`config.mk`:
```
export PLATFORM = sky130hd
export DESIGN_NAME = rcsp_serial_port
export DESIGN_NICKNAME = d
export VERILOG_FILES = /design/src/rcsp_pkg.sv /design/src/rcsp_baud_gen.sv /design/src/rcsp_serial_port.sv
export SDC_FILE = /design/constraint.sdc
export NUM_CORES = 1
export LEC_CHECK = 0
export BUFFER_PORTS_ARGS = -buffer_cell sky130_fd_sc_hd__buf_2
export CORE_UTILIZATION = 30
export CTS_CLUSTER_DIAMETER = 60
export DETAILED_ROUTE_END_ITERATION = 12
export PLACE_DENSITY = 0.5
export SYNTH_ARGS = -nofsm -noshare
export SYNTH_HDL_FRONTEND = slang
export SYNTH_HIERARCHICAL = 1
export SYNTH_SLANG_ARGS = --single-unit
export TNS_END_PERCENT = 20
```
`constraint.sdc`:
```
create_clock -name CLK_I -period 4.3 [get_ports CLK_I]
set_input_delay 0.86 -clock CLK_I [delete_from_list [all_inputs] [get_ports CLK_I]]
set_output_delay 0.86 -clock CLK_I [all_outputs]
set_load 0.005 [all_outputs]
```
`src/rcsp_pkg.sv`:
```
// rcsp_pkg: constants shared by the remote command serial port files.
// assumes a single 25 MHz device clock.
package rcsp_pkg;
  localparam int unsigned CLK_HZ        = 25000000;
  localparam int unsigned BAUD_DEFAULT  = 9600;
  localparam int unsigned DATA_BITS     = 8;
  localparam int unsigned FRAME_BITS    = 10;
  localparam int unsigned OVERSAMPLE    = 16;
  localparam int unsigned MID_TICK      = 7;
  localparam int unsigned TCP_PORT      = 2101;
  localparam logic [7:0]  LEN_ZERO_HI   = 8'h00;
  localparam logic [2:0]  PROTO_RESET   = 3'h0;
  typedef enum logic [2:0] {
    RCSP_STANDARD,
    RCSP_DATALOG,
    RCSP_LEGACY_A_CHECKSUMMED,
    RCSP_LEGACY_A_PLAIN,
    RCSP_LEGACY_B_CHECKSUMMED,
    RCSP_LEGACY_B_PLAIN
  } rcsp_proto_t;
endpackage

```
`src/rcsp_baud_gen.sv`:
```
// rcsp_baud_gen: one-cycle enable pulse at oversample rate.
// assumes div_i is at least 1 and held steady between frames.
`timescale 1ns/1ps
`default_nettype none
module rcsp_baud_gen #(
  parameter int unsigned W = 16
) (
  input  wire logic         clk_i,
  input  wire logic         rst_n_i,
  input  wire logic [W-1:0] div_i,
  output logic              tick_o
);
  logic [W-1:0] cnt_q;
  logic [W-1:0] cnt_d;
  logic         tick_q;
  logic         tick_d;

  always_comb begin
    if (cnt_q >= div_i - W'(1)) begin
      cnt_d  = '0;
      tick_d = 1'b1;
    end else begin
      cnt_d  = cnt_q + W'(1);
      tick_d = 1'b0;
    end
  end

  always_ff @(posedge clk_i or negedge rst_n_i) begin
    if (!rst_n_i) begin
      cnt_q  <= '0;
      tick_q <= 1'b0;
    end else begin
      cnt_q  <= cnt_d;
      tick_q <= tick_d;
    end
  end

  assign tick_o = tick_q;
endmodule // rcsp_baud_gen
`default_nettype wire

```
`src/rcsp_serial_port.sv`:
```
// rcsp_serial_port: serial front end of the remote command interface.
// assumes a command engine behind the RX/TX byte ports; inputs synchronous to CLK_I.
`timescale 1ns/1ps
`default_nettype none
module rcsp_serial_port #(
  parameter int unsigned DIV_W = 16,
  parameter int unsigned BAUD  = rcsp_pkg::BAUD_DEFAULT
) (
  // clock and reset
  input  wire logic       CLK_I,
  input  wire logic       RST_N_I,
  // configuration
  input  wire logic [2:0] PROTO_SEL_I,
  // serial line, DCE view
  input  wire logic       HOST_TXD_I,
  output logic            HOST_RXD_O,
  // received bytes to the command engine
  output logic [7:0]      RX_DATA_O,
  output logic            RX_VALID_O,
  output logic            RX_FRAME_ERR_O,
  // message gating
  input  wire logic       MSG_END_I,
  input  wire logic       REPLY_DONE_I,
  output logic            MSG_BUSY_O,
  // bytes to send
  input  wire logic [7:0] TX_DATA_I,
  input  wire logic       TX_VALID_I,
  output logic            TX_READY_O,
  // active protocol
  output logic [2:0]      PROTO_O
);
  localparam int unsigned OS = rcsp_pkg::OVERSAMPLE;
  localparam logic [DIV_W-1:0] DIV =
    DIV_W'(rcsp_pkg::CLK_HZ / (BAUD * OS));

  typedef enum logic [1:0] {RX_IDLE, RX_START, RX_DATA, RX_STOP} rcsp_rx_t;
  typedef enum logic [1:0] {TX_IDLE, TX_SHIFT} rcsp_tx_t;

  logic tick;

  rcsp_baud_gen #(.W(DIV_W)) u_baud (
    .clk_i   (CLK_I),
    .rst_n_i (RST_N_I),
    .div_i   (DIV),
    .tick_o  (tick)
  );

  // protocol register
  logic [2:0] proto_q;
  logic [2:0] proto_d;
  logic       datalog;

  always_comb begin
    proto_d = proto_q;
    if (PROTO_SEL_I <= 3'(rcsp_pkg::RCSP_LEGACY_B_PLAIN)) begin
      proto_d = PROTO_SEL_I;
    end
  end
  assign datalog = (proto_q == 3'(rcsp_pkg::RCSP_DATALOG));

  // receiver
  rcsp_rx_t   rx_st_q;
  rcsp_rx_t   rx_st_d;
  logic [3:0] rx_os_q;
  logic [3:0] rx_os_d;
  logic [2:0] rx_bit_q;
  logic [2:0] rx_bit_d;
  logic [7:0] rx_sh_q;
  logic [7:0] rx_sh_d;
  logic [7:0] rx_data_q;
  logic [7:0] rx_data_d;
  logic       rx_vld_q;
  logic       rx_vld_d;
  logic       rx_ferr_q;
  logic       rx_ferr_d;
  logic       busy_q;
  logic       busy_d;
  logic       mid;

  assign mid = tick && (rx_os_q == 4'(rcsp_pkg::MID_TICK));

  always_comb begin
    rx_st_d   = rx_st_q;
    rx_os_d   = rx_os_q;
    rx_bit_d  = rx_bit_q;
    rx_sh_d   = rx_sh_q;
    rx_data_d = rx_data_q;
    rx_vld_d  = 1'b0;
    rx_ferr_d = 1'b0;
    if (tick) begin
      rx_os_d = rx_os_q + 4'h1;
    end
    case (rx_st_q)
      RX_IDLE: begin
        rx_os_d = 4'h0;
        if (!HOST_TXD_I) begin
          rx_st_d = RX_START;
        end
      end
      RX_START: begin
        if (mid) begin
          rx_os_d = 4'h8;
          if (HOST_TXD_I) begin
            rx_st_d = RX_IDLE;
          end else begin
            rx_st_d  = RX_DATA;
            rx_bit_d = 3'h0;
          end
        end
      end
      RX_DATA: begin
        if (mid) begin
          rx_os_d = 4'h8;
          rx_sh_d = {HOST_TXD_I, rx_sh_q[7:1]};
          rx_bit_d = rx_bit_q + 3'h1;
          if (rx_bit_q == 3'(rcsp_pkg::DATA_BITS - 1)) begin
            rx_st_d = RX_STOP;
          end
        end
      end
      RX_STOP: begin
        if (mid) begin
          rx_st_d = RX_IDLE;
          if (!HOST_TXD_I) begin
            rx_ferr_d = 1'b1;
          end else if (!datalog && !busy_q) begin
            rx_data_d = rx_sh_q;
            rx_vld_d  = 1'b1;
          end
        end
      end
      default: rx_st_d = RX_IDLE;
    endcase
  end

  // outside datalog, a message is closed by its last byte and held until answered
  always_comb begin
    busy_d = busy_q;
    if (MSG_END_I && !busy_q) begin
      busy_d = 1'b1;
    end else if (REPLY_DONE_I) begin
      busy_d = 1'b0;
    end
    if (datalog) begin
      busy_d = 1'b0;
    end
  end

  // transmitter: no clear-to-send gating
  rcsp_tx_t   tx_st_q;
  rcsp_tx_t   tx_st_d;
  logic [9:0] tx_sh_q;
  logic [9:0] tx_sh_d;
  logic [3:0] tx_os_q;
  logic [3:0] tx_os_d;
  logic [3:0] tx_cnt_q;
  logic [3:0] tx_cnt_d;
  logic       txd_q;
  logic       txd_d;
  logic       tx_rdy_q;
  logic       tx_rdy_d;

  always_comb begin
    tx_st_d  = tx_st_q;
    tx_sh_d  = tx_sh_q;
    tx_os_d  = tx_os_q;
    tx_cnt_d = tx_cnt_q;
    txd_d    = txd_q;
    tx_rdy_d = tx_rdy_q;
    case (tx_st_q)
      TX_IDLE: begin
        txd_d    = 1'b1;
        tx_rdy_d = 1'b1;
        if (TX_VALID_I && tx_rdy_q) begin
          tx_sh_d  = {1'b1, TX_DATA_I, 1'b0};
          tx_os_d  = 4'h0;
          tx_cnt_d = 4'h0;
          tx_rdy_d = 1'b0;
          tx_st_d  = TX_SHIFT;
        end
      end
      TX_SHIFT: begin
        txd_d = tx_sh_q[0];
        if (tick) begin
          tx_os_d = tx_os_q + 4'h1;
          if (tx_os_q == 4'(OS - 1)) begin
            tx_sh_d  = {1'b1, tx_sh_q[9:1]};
            tx_cnt_d = tx_cnt_q + 4'h1;
            if (tx_cnt_q == 4'(rcsp_pkg::FRAME_BITS - 1)) begin
              tx_st_d = TX_IDLE;
            end
          end
        end
      end
      default: tx_st_d = TX_IDLE;
    endcase
  end

  // protocol state
  always_ff @(posedge CLK_I or negedge RST_N_I) begin
    if (!RST_N_I) begin
      proto_q <= rcsp_pkg::PROTO_RESET;
    end else begin
      proto_q <= proto_d;
    end
  end

  // receiver state
  always_ff @(posedge CLK_I or negedge RST_N_I) begin
    if (!RST_N_I) begin
      rx_st_q   <= RX_IDLE;
      rx_os_q   <= 4'h0;
      rx_bit_q  <= 3'h0;
      rx_sh_q   <= 8'h00;
      rx_data_q <= 8'h00;
      rx_vld_q  <= 1'b0;
      rx_ferr_q <= 1'b0;
    end else begin
      rx_st_q   <= rx_st_d;
      rx_os_q   <= rx_os_d;
      rx_bit_q  <= rx_bit_d;
      rx_sh_q   <= rx_sh_d;
      rx_data_q <= rx_data_d;
      rx_vld_q  <= rx_vld_d;
      rx_ferr_q <= rx_ferr_d;
    end
  end

  // message gate state
  always_ff @(posedge CLK_I or negedge RST_N_I) begin
    if (!RST_N_I) begin
      busy_q <= 1'b0;
    end else begin
      busy_q <= busy_d;
    end
  end

  // transmitter state
  always_ff @(posedge CLK_I or negedge RST_N_I) begin
    if (!RST_N_I) begin
      tx_st_q  <= TX_IDLE;
      tx_sh_q  <= 10'h3ff;
      tx_os_q  <= 4'h0;
      tx_cnt_q <= 4'h0;
      txd_q    <= 1'b1;
      tx_rdy_q <= 1'b0;
    end else begin
      tx_st_q  <= tx_st_d;
      tx_sh_q  <= tx_sh_d;
      tx_os_q  <= tx_os_d;
      tx_cnt_q <= tx_cnt_d;
      txd_q    <= txd_d;
      tx_rdy_q <= tx_rdy_d;
    end
  end

  // network port, its address and length bytes sit in the engine
  assign HOST_RXD_O     = txd_q;
  assign RX_DATA_O      = rx_data_q;
  assign RX_VALID_O     = rx_vld_q;
  assign RX_FRAME_ERR_O = rx_ferr_q;
  assign MSG_BUSY_O     = busy_q;
  assign TX_READY_O     = tx_rdy_q;
  assign PROTO_O        = proto_q;
endmodule // rcsp_serial_port
`default_nettype wire

```
==> results.txt <==
Final setup viols: 0
Ys Warns: 6
First-pass GRT wire length: 12470 µm
Pwr/cell area: 456.4 nW/µm²
Setup TNS Final: 0 ns
GRT Total Usage: 11.94%
Longest Clk Path Bufs: 2
Clock Sink Count: 68
Worst Reg-to-Reg Cells: 7
Layout cells sized above 1: 19.02%
Area share of the largest cell type after synthesis: 38.49%
Peak supply drop: 184.9 µV
Switching power: 0.0006336 W
WP data arrival: 2.34 ns
Finished Layout Cells: 615
Post-synth EDFFs: 0
Crit end category: flop
Antenna Cells: 0
Root Driver: clkbuf_16
Synth-to-layout area growth: 22.86%
Final period util: 49.71%
Placed Cells: 599
Drt drc: 0
Setup repair bufs after CTS: 0
Post-synth ARST share: 100.0%
CP Max Fanout: 17
Layout net count: 489
Pins over their slew limit: 0
Number of synthesized register bits: 68
Total gr overflow: 0
Via density: 4.428
Mapped cell area: 3771 µm²
Mapped Cells: 355
Post-cts resize count: 0
Top-Level Pins: 33
Chip Height: 114.1 µm
Synth top area cells: dfrtp_1 38%, ha_1 10%, dfstp_2 7.0%, xnor2_1 5.6%, nor4_1 3.6%
Critical path class: reg -> reg
Clock transition at the registers of the reported paths: 0.06 ns
Die width: 114.1 µm
HP Start: tx_sh_q[0]
Worst-skew pair later-pin latency: 0.33 ns
Cell Rows: 40
Combinational share of power: 20.0%
Register area share after synthesis: 45.45%
Cts hold-fix bufs: 0
Avg Inst Size Synth: 10.62 µm²
Min Tclk post-route: 2.138 ns
H-tree Lvls: 3
Worst-Margin Slew: 0.9174 ns
RR Endpoint: u_baud/tick_o
Final hold violations: 0
Sequential share of power: 42.8%
Clk_skew: 0.009169 ns
PortBufs: 32
Reg2reg start: u_baud/cnt_q[0]
Vias: 2723
CTS tree: done
Switch share: 29.96%
Max_cap viols: 0
Initial core utilization: 31.14%
Initial antenna violation count: 0
Final GP Congestion: 0.7158
Hold crit path type: reg -> reg
Drt pass-1 iters: 5
Reg2Reg Setup Slack: 2.16 ns
Drt total wl: 6944 µm
Clk pwr share: 37.1%
CP startpoint: u_baud/cnt_q[0]
RSZ-0062 raised after global routing: no
Worst path required time: 4.50 ns
Startpoint Class: flop
Post-detailed-route count of antenna-violating nets: 0
Die ar.: 13020 µm²
Largest net degree at the start of global routing: 41
Slew HR: 38.84%
Dpl hpwl: 5019 µm
Core footprint: 12110 µm²
Main synth FF type: dfrtp_1
Num CTS Buffers: 9
Total internal power: 0.001481 W
Worst setup endpoint: u_baud/tick_o
Highest Clock Rate: 0.4678 GHz
Leakage: 2.258 nW
Status: finished clean
Biggest area consumer among synthesized cells: dfrtp_1
WL per Instance: 11.29 µm
DRT iter0 DRCs: 134
Vias in the first global route: 2710
Number of distinct library cells after synthesis: 49
[power by group through the flow]
stage,clock [W],combinational [W],sequential [W]
floorplan,0,0.000338,0.000876
global placement,0,0.000414,0.000912
global route,0.000836,0.000504,0.000925
finish,0.000786,0.000424,0.000905
CTS,0.000809,0.000431,0.000907
detailed placement,0,0.000430,0.000917
[Yosys cell counts (all sizes together) (3+ instances only)]
master	instances
nor3	5
a2111oi	3
mux2i	11
ha	30
nor4	22
clkbuf	6
a21boi	3
nor2	30
nand3	14
mux2	17
inv	18
xor2	7
nand4	11
or3	3
a21oi	17
buf	3
xnor2	24
dfrtp	58
nand2	23
o21ai	12
dfstp	10
[registers in the layout, summed over array words and instances, names as in the netlist, 3 cells and up, named ones only]
register      cells
rx_sh_q           8
rx_os_q           4
tx_cnt_q          4
rx_bit_q          3
PROTO_O           3
tx_os_q           4
u_baud/cnt_q     16
RX_DATA_O         8
tx_sh_q           9
[placed cells by master, fill, tap and decap left out, types with 4 or more instances in the layout]
cell       instances
inv_1             18
nand4_1           10
nor3_1             5
nand3_1           14
nor4_1            22
clkbuf_16          9
dfstp_2           10
mux2_4             8
mux2_2             9
nor2_1            30
dfrtp_1           58
buf_4              4
xnor2_1           24
buf_2             32
mux2i_1           11
xor2_1             7
ha_1              30
a21oi_1           17
o21ai_0           10
nand2_1           22
conb_1            51
[cell families (layout without fill, tap and decap cells)]
logic type / Yosys count / in the layout / share of synthesized area [%]
adders and majority gates: 30 / 30 / 9.954
muxes: 28 / 28 / 8.793
xor gates and xnor gates: 31 / 31 / 7.200
other: 2 / 51 / 0.1991
DFF: 68 / 68 / 45.45
buffers and inverters: 27 / 70 / 3.019
AOI/OAI and AO/OA: 45 / 45 / 7.565
and+or+nand+nor: 124 / 124 / 17.82
[worst max-delay path, stage by stage (launching register included)]
cell and delay, ns:
dfrtp_1 0.43, inv_1 0.08, ha_1 0.21, nand2b_1 0.13
a2111oi_0 0.51, nor4b_2 0.09, buf_4 0.22, or3_1 0.35
[stage by stage]
stage	cell area (µm²)	utilization, %	hold WS (ns)	worst slack (ns)	power (W)
global placement	4309	35.58	0.4537	2.177	0.001326
CTS	4633	38.25	0.4650	2.148	0.002147
global route	4633	38.25	0.4779	1.957	0.002264
detailed placement	4309	35.58	0.4547	2.150	0.001347
finish	4633	38.25	0.4657	2.162	0.002115
floorplan	3955	-	0.4389	2.318	0.001214
[final cells by class]
type | instances | area [µm²]
fill | 1223 | 7478
multi-input combinational | 309 | 2127
sequential | 68 | 1714
clock buffer | 9 | 225.2
tap | 168 | 210.2
timing repair buffer | 36 | 190.2
clock inverter | 7 | 98.84
inverter | 18 | 67.56
[per-layer routing]
| layer | global-route usage, % | vias up | routed length (µm) |
|---|---|---|---|
| li1 | - | 1404 | - |
| met3 | 2.965 | 4 | 180 |
| met1 | 14.70 | 1287 | 3293 |
| met2 | 20.32 | 28 | 3389 |
| met4 | 4.156 | 0 | 79 |
| met5 | 0 | - | 0 |
[how the worst min path moves through the flow]
stage | endpoint | slack, ns | cells past startpoint
after detailed placement | HOST_RXD_O | 0.45 | 2
after global placement | HOST_RXD_O | 0.45 | 2
after global routing | HOST_RXD_O | 0.48 | 2
final | HOST_RXD_O | 0.47 | 2
after floorplan | HOST_RXD_O | 0.44 | 2
after CTS | HOST_RXD_O | 0.46 | 2
No activity file was read; power rests on OpenSTA's default activity.
